File: src/design/wdrc_pkg.sv
// watchdog with reset-cause flags: shared constants
// assumes an 8-bit data-space register port on the system clock
package wdrc_pkg;
	// ------------------------------------------------------------
	// register offsets
	// ------------------------------------------------------------
	localparam logic [7:0] WDRC_CTRL_ADDR = 8'h60;
	localparam logic [7:0] WDRC_CAUSE_ADDR = 8'h5c;

	// ------------------------------------------------------------
	// watchdog_control fields
	// ------------------------------------------------------------
	localparam int WDRC_IRQ_FLAG_BIT = 7;
	localparam int WDRC_IRQ_EN_BIT = 6;
	localparam int WDRC_PERIOD_HI_BIT = 5;
	localparam int WDRC_UNLOCK_BIT = 4;
	localparam int WDRC_SRE_BIT = 3;
	localparam int WDRC_PERIOD_LO_MSB = 2;

	// ------------------------------------------------------------
	// reset_cause_status fields
	// ------------------------------------------------------------
	localparam int WDRC_SCAN_BIT = 4;
	localparam int WDRC_WDT_BIT = 3;
	localparam int WDRC_BOR_BIT = 2;
	localparam int WDRC_PIN_BIT = 1;
	localparam int WDRC_POR_BIT = 0;
	localparam logic [4:0] WDRC_CAUSE_POR_VALUE = 5'h01;

	// ------------------------------------------------------------
	// timing and counter
	// ------------------------------------------------------------
	localparam logic [1:0] WDRC_UNLOCK_LAST = 2'h3;
	localparam int WDRC_CNT_W = 21;
	localparam int WDRC_BASE_CYCLES = 2048;
	localparam logic [3:0] WDRC_PERIOD_MAX = 4'h9;
	localparam int WDRC_NSYNC = 5;
endpackage

File: src/design/wdrc_top.sv
// watchdog timer with reset-cause recording, one system clock
// assumes rst_n_i is the power-on reset; other reset sources arrive as levels
//
// Behaviour
// - scan reset sets bit4; POR or zero clears
// - watchdog reset sets bit3; POR or zero clears
// - brown-out reset sets bit2; POR or zero clears
// - pin reset sets bit1; POR or zero clears
// - POR sets bit0; only write zero clears
// - timeout in interrupt mode sets flag bit7
// - irq only when global and watchdog enable
// - combined mode: vector clears enable and flag
// - combined mode: unserviced second timeout resets system
// - fuse and enables select the mode
// - unlock bit self clears after four cycles
// - reset-enable clear, period change need unlock
// - watchdog reset flag holds reset enable high
// - period is 2048 shifted by code; codes above 9 act as 9
// - programmed fuse locks enable one, irq zero
// - counter counts oscillator cycles, restart zeroes it
`timescale 1ns/1ns
`default_nettype none
module wdrc_top #(
	parameter int BASE_CYCLES = wdrc_pkg::WDRC_BASE_CYCLES
) (
	input wire logic clock_i,
	input wire logic rst_n_i,
	input wire logic [7:0] addr_i,
	input wire logic wr_i,
	input wire logic [7:0] wdata_i,
	input wire logic wdt_osc_i,
	input wire logic wdr_i,
	input wire logic irq_ack_i,
	input wire logic global_irq_en_i,
	input wire logic forced_on_fuse_i,
	input wire logic pin_reset_i,
	input wire logic brownout_reset_i,
	input wire logic scan_reset_i,
	output logic [7:0] rd_data_o,
	output logic irq_o,
	output logic sys_reset_o
);
	import wdrc_pkg::*;

	// ------------------------------------------------------------
	// input synchronisers
	// ------------------------------------------------------------
	logic [WDRC_NSYNC-1:0] meta;
	logic [WDRC_NSYNC-1:0] sync;
	logic osc_prev;
	wire [WDRC_NSYNC-1:0] async_in = {wdt_osc_i, scan_reset_i, brownout_reset_i, pin_reset_i, forced_on_fuse_i};

	always_ff @(posedge clock_i or negedge rst_n_i) begin
		if (!rst_n_i) begin
			meta <= '0;
			sync <= '0;
			osc_prev <= 1'b0;
		end else begin
			meta <= async_in;
			sync <= meta;
			osc_prev <= sync[4];
		end
	end

	wire osc_tick = sync[4] & ~osc_prev;
	wire scan_rst = sync[3];
	wire bor_rst = sync[2];
	wire pin_rst = sync[1];
	wire fuse_prog = ~sync[0];

	// ------------------------------------------------------------
	// state
	// ------------------------------------------------------------
	logic irq_flag;
	logic irq_en;
	logic [3:0] period;
	logic unlock;
	logic [1:0] unlock_cnt;
	logic sre;
	logic [4:0] cause;
	logic [WDRC_CNT_W-1:0] count;

	// ------------------------------------------------------------
	// decode and mode
	// ------------------------------------------------------------
	wire ctrl_wr = wr_i & (addr_i == WDRC_CTRL_ADDR);
	wire cause_wr = wr_i & (addr_i == WDRC_CAUSE_ADDR);
	wire unlock_wr = ctrl_wr & wdata_i[WDRC_UNLOCK_BIT] & wdata_i[WDRC_SRE_BIT];
	wire ext_rst = scan_rst | bor_rst | pin_rst;
	wire ctrl_clr = ext_rst | sys_reset_o;
	wire eff_sre = sre | fuse_prog;
	wire eff_ie = irq_en & ~fuse_prog;
	wire running = eff_sre | eff_ie;
	wire [3:0] code_eff = (period > WDRC_PERIOD_MAX) ? WDRC_PERIOD_MAX : period;
	wire [WDRC_CNT_W-1:0] limit = WDRC_CNT_W'(BASE_CYCLES) << code_eff;
	wire tmo = running & osc_tick & (count >= limit - 1'b1);
	wire reset_now = tmo & eff_sre & (~eff_ie | irq_flag);
	wire set_flag = tmo & eff_ie;
	wire ack_combined = irq_ack_i & eff_sre;

	// ------------------------------------------------------------
	// next values
	// ------------------------------------------------------------
	wire next_unlock = ctrl_clr ? 1'b0 :
		unlock_wr ? 1'b1 :
		ctrl_wr ? 1'b0 :
		(unlock && unlock_cnt == WDRC_UNLOCK_LAST) ? 1'b0 : unlock;
	wire [1:0] next_unlock_cnt = (unlock_wr || !unlock) ? 2'h0 : unlock_cnt + 2'h1;
	wire sre_wr = wdata_i[WDRC_SRE_BIT] | (~unlock & sre);
	wire next_sre = (ctrl_clr ? 1'b0 : ctrl_wr ? sre_wr : sre)
		| cause[WDRC_WDT_BIT] | fuse_prog;
	wire [3:0] next_period = ctrl_clr ? 4'h0 :
		(ctrl_wr && unlock) ? {wdata_i[WDRC_PERIOD_HI_BIT], wdata_i[WDRC_PERIOD_LO_MSB:0]} : period;
	wire next_irq_en = ~fuse_prog & ~ctrl_clr & ~ack_combined
		& (ctrl_wr ? wdata_i[WDRC_IRQ_EN_BIT] : irq_en);
	wire flag_clr = ctrl_clr | irq_ack_i | (ctrl_wr & wdata_i[WDRC_IRQ_FLAG_BIT]);
	wire next_irq_flag = set_flag | (irq_flag & ~flag_clr);
	wire [4:0] cause_set = {scan_rst, reset_now, bor_rst, pin_rst, 1'b0};
	wire [4:0] cause_keep = cause_wr ? wdata_i[4:0] : 5'h1f;
	wire [4:0] next_cause = cause_set | (cause & cause_keep);
	wire [WDRC_CNT_W-1:0] next_count = (ctrl_clr || wdr_i || !running || tmo) ? '0 :
		osc_tick ? count + 1'b1 : count;
	wire [7:0] ctrl_rd = {irq_flag, irq_en, period[3], unlock, sre, period[2:0]};
	wire [7:0] next_rd_data = (addr_i == WDRC_CTRL_ADDR) ? ctrl_rd :
		(addr_i == WDRC_CAUSE_ADDR) ? {3'h0, cause} : 8'h00;
	wire next_irq = next_irq_flag & next_irq_en & global_irq_en_i;

	// ------------------------------------------------------------
	// registers
	// ------------------------------------------------------------
	always_ff @(posedge clock_i or negedge rst_n_i) begin
		if (!rst_n_i) begin
			unlock <= 1'b0;
			unlock_cnt <= 2'h0;
			sre <= 1'b0;
			period <= 4'h0;
			irq_en <= 1'b0;
			irq_flag <= 1'b0;
			cause <= WDRC_CAUSE_POR_VALUE;
			count <= '0;
		end else begin
			unlock <= next_unlock;
			unlock_cnt <= next_unlock_cnt;
			sre <= next_sre;
			period <= next_period;
			irq_en <= next_irq_en;
			irq_flag <= next_irq_flag;
			cause <= next_cause;
			count <= next_count;
		end
	end

	always_ff @(posedge clock_i or negedge rst_n_i) begin
		if (!rst_n_i) begin
			rd_data_o <= 8'h00;
			irq_o <= 1'b0;
			sys_reset_o <= 1'b0;
		end else begin
			rd_data_o <= next_rd_data;
			irq_o <= next_irq;
			sys_reset_o <= reset_now;
		end
	end
endmodule // wdrc_top
`default_nettype wire

File: config.mk
export PLATFORM = sky130hd
export DESIGN_NAME = wdrc_top
export DESIGN_NICKNAME = d
export VERILOG_FILES = /design/src/design/wdrc_pkg.sv /design/src/design/wdrc_top.sv
export SDC_FILE = /design/constraint.sdc
export NUM_CORES = 1
export LEC_CHECK = 0
export BUFFER_PORTS_ARGS = -buffer_cell sky130_fd_sc_hd__buf_2
export CELL_PAD_IN_SITES_DETAIL_PLACEMENT = 1
export CELL_PAD_IN_SITES_GLOBAL_PLACEMENT = 2
export CORE_MARGIN = 4
export CORE_UTILIZATION = 33
export DETAILED_ROUTE_END_ITERATION = 8
export HOLD_SLACK_MARGIN = 0.1
export PLACE_DENSITY = 0.72
export SKIP_CTS_REPAIR_TIMING = 1
export SLEW_MARGIN = 15
export SYNTH_ARGS = -nofsm -noshare
export SYNTH_HDL_FRONTEND = slang
export SYNTH_SLANG_ARGS = --single-unit
File: constraint.sdc
create_clock -name clock_i -period 2.9 [get_ports clock_i]
set_input_delay 0.58 -clock clock_i [delete_from_list [all_inputs] [get_ports clock_i]]
set_output_delay 0.58 -clock clock_i [all_outputs]
set_load 0.02 [all_outputs]
==> metrics.cfg <==
[power]
peakVddDrop_uv=295.0
pwr-share-seq=0.443
pwr-share-comb=0.040
power_density_mw_per_mm2=526.5
intPower_mw=1.458
power_switching_mw=0.3769
p_leak_nw=1.630
clkPwrFrac=0.517
swShare=0.2054

[floorplan]
fp.dieW_um=97.55
rows=32
fp.dieH_um=97.55
start_util=0.3407
die_area_mm2=0.009516
coreArea_mm2=0.007767
pin_count=37

[clock_network]
clockRootBuffer=clkbuf_8
cts.htree.levels=3
clock_latency_ns=0.33
clk_pin_slew_ns=0.07
cts_buffer_depth=2
cts.sinks=57
cts_tree=built
cts_made_buffers=9

[global_routing]
grt_use_total=0.1468
grt_start_max_net_pins=58
grt_pass1_wl_um=11100
grt_pass1_vias=2154
grt_antenna_before_repair=0
overflow=0

[cells_and_area]
utilization=0.4486
antenna_cells_inserted=0
fin_nets=344
drive_gt1_frac=0.3074
fill_cells=872
areaGrowthSynthToFinish_pct=31.68

[timing]
max_slew_margin=0.4695
skew_ns=0.007646
rsz0062_at_grt=true
post-route-min-period_ns=2.845
hold_slack_ns=0.2432
setup-tns-final_ns=0
maxSlewViolCount=0
fmax_mhz=351.5
fin_crit_sh=0.9811
setup_viol=0
hold_viol=0
worstMarginPinSlew_ns=0.7942

[synthesis]
ys_seq_area_frac=0.5395
async_flop_share=1.000
synth-simple-area-share=0.2052
synth_edf_count=0
synth_top_family_by_area=simple AND/OR/NAND/NOR gates
synthXorXnorAreaFrac=0.06950
ys.flop_type=dfrtp_1
synthTopCellsByArea=dfrtp_1 (53%), xor2_1 (6.3%), ha_1 (6.1%)
ys_types=43
ys_warn_count=0
synth_cells=245
yosysTopAreaCell=dfrtp_1
syn_nets=285
synth_compound_area_frac=0.07943
synthAdderAreaFrac=0.06147
synth.area.mux_share=0.02270
synth_top_area_frac=0.5296
synth_area_mm2=0.002646
post_synth.cell_area_avg_um2=10.80
ys_ff_latch=57

[drt]
via_per_inst=4.832
firstDrtPassIters=4
drt_wl_total_um=6622
wire_per_inst_um=16.11
postRouteAntennaNets=0
drtIter0Drc=57
drc=0
vias=1986

[place]
gp_congestion=0.7393
dp_hpwl_um=4380
io_buffers=36

[hold_path]
min_path_type=primary input to async pin

[critical_path]
end_kind=flip-flop
crit_arrival_ns=3.06
crit_required_ns=3.11
crit_path_max_fanout=5
critical_path_class=flip-flop to flip-flop
startpoint_type=flip-flop

[run]
max_cap_viol_count=0

[outcome]
status=finished, final reports clean

[state kept, by name, indices dropped and copies added (netlist names)]
register,flops
count,21
cause,5
meta,5
irq_en,1
sync,5
period,4
sys_reset_o,1
osc_prev,1
irq_flag,1
unlock_cnt,2
irq_o,1
unlock,1
rd_data_o,8
sre,1
[cell families after synthesis]
group,count (synthesis)
AND/OR/NAND/NOR,101
flip-flops,57
AO/OA/AOI/OAI,32
XOR/XNOR,21
buffers and inverters,14
adder cells (fa/ha/maj),13
multiplexers,6
other,1
[synth_stat cells (2+ instances only)]
cell type  number
and3_1          5
nand2b_1        4
inv_1           6
dfrtp_1        56
nor2_1         30
xor2_1         19
ha_1           13
nor3_1          6
buf_2           2
nand3b_1        2
nand2_1        14
or4b_1          2
a22o_1          5
and4_1          4
xnor2_1         2
o21ai_0        10
mux2i_1         6
nand3_1        10
a21oi_1         7
nor2b_1         2
clkbuf_1        6
or2_2           2
nand4_1        10
and2_1          3
[path summary, 6_finish.rpt]
| check | start | endpoint | slack [ns] | depth (start not counted) |
|---|---|---|---|---|
| setup / recovery | period[0] | count[18] | 0.05 | 13 |
| hold / removal | rst_n_i | count[5] | 0.24 | 2 |
| setup reg to reg | period[0] | count[18] | 0.05 | 13 |
| hold reg to reg | meta[0] | sync[0] | 0.35 | 0 |
| max in group asynchronous | rst_n_i | cause[0] | 2.35 | 2 |
| min in group clock_i | pin_reset_i | meta[1] | 0.35 | 1 |
[through the flow]
stage	setup slack [ns]	cells	power [mW]	cell area, um2
after floorplan	0.03106	245	0.8471	2646
after global placement	0.02168	388	0.8929	3044
after detailed placement	-0.04636	388	0.8944	3044
after global routing	-0.1129	411	1.913	3485
final	0.05473	411	1.835	3485
after CTS	-0.1092	404	1.856	3298
[per-layer routing]
layer / GRT usage / up-vias / routed length [um]
li1: - / 981 / -
met2: 0.2172 / 27 / 3059
met1: 0.2067 / 971 / 3271
met5: 0 / - / 0
met3: 0.03518 / 7 / 204
met4: 0.05751 / 0 / 87
[power groups by stage]
stage | registers, mW | clock network [mW] | logic, mW
after global placement | 0.828 | 0 | 0.0648
after CTS | 0.813 | 0.976 | 0.0668
final | 0.813 | 0.949 | 0.0727
after detailed placement | 0.828 | 0 | 0.0662
after global routing | 0.814 | 1.02 | 0.0834
after floorplan | 0.826 | 0 | 0.0211
[placed cells by master (no fill, tap or decap), drive strengths merged, types with 2 or more instances in the layout]
master	netlist	layout
and4	4	4
xnor2	2	2
inv	6	6
dfrtp	56	56
and2	3	3
clkbuf	6	14
nand3b	2	2
buf	2	54
and3	5	5
nand2	14	14
or4b	2	2
ha	13	13
nor2b	2	2
a21oi	7	7
bufinv	0	3
nor3	8	8
nor2	30	30
a22o	5	5
nand2b	4	4
nand4	10	10
mux2i	6	6
nand3	10	10
or2	2	2
xor2	19	19
o21ai	10	10
[worst max-delay path, cell delays in order, from the launching register on]
cell,delay (ns)
dfrtp_1,0.40
or2_4,0.24
nand2b_4,0.16
ha_4,0.17
buf_4,0.13
xor2_1,0.15
ha_1,0.27
nand4_1,0.18
nor4_2,0.31
nand4_1,0.19
nand4_1,0.19
buf_6,0.15
clkbuf_16,0.15
nor2_1,0.04
[cell type report]
class,instances,area [um2],share of cell area
Clock buffer,12,155.1,0.04452
Clock inverter,4,98.84,0.02837
Inverter,6,22.52,0.006463
Multi-Input combinational cell,174,1255,0.3601
Sequential cell,57,1428,0.4097
Tap cell,102,127.6,0.03662
Timing Repair Buffer,56,397.9,0.1142
Power figures use the tool's default switching activity.
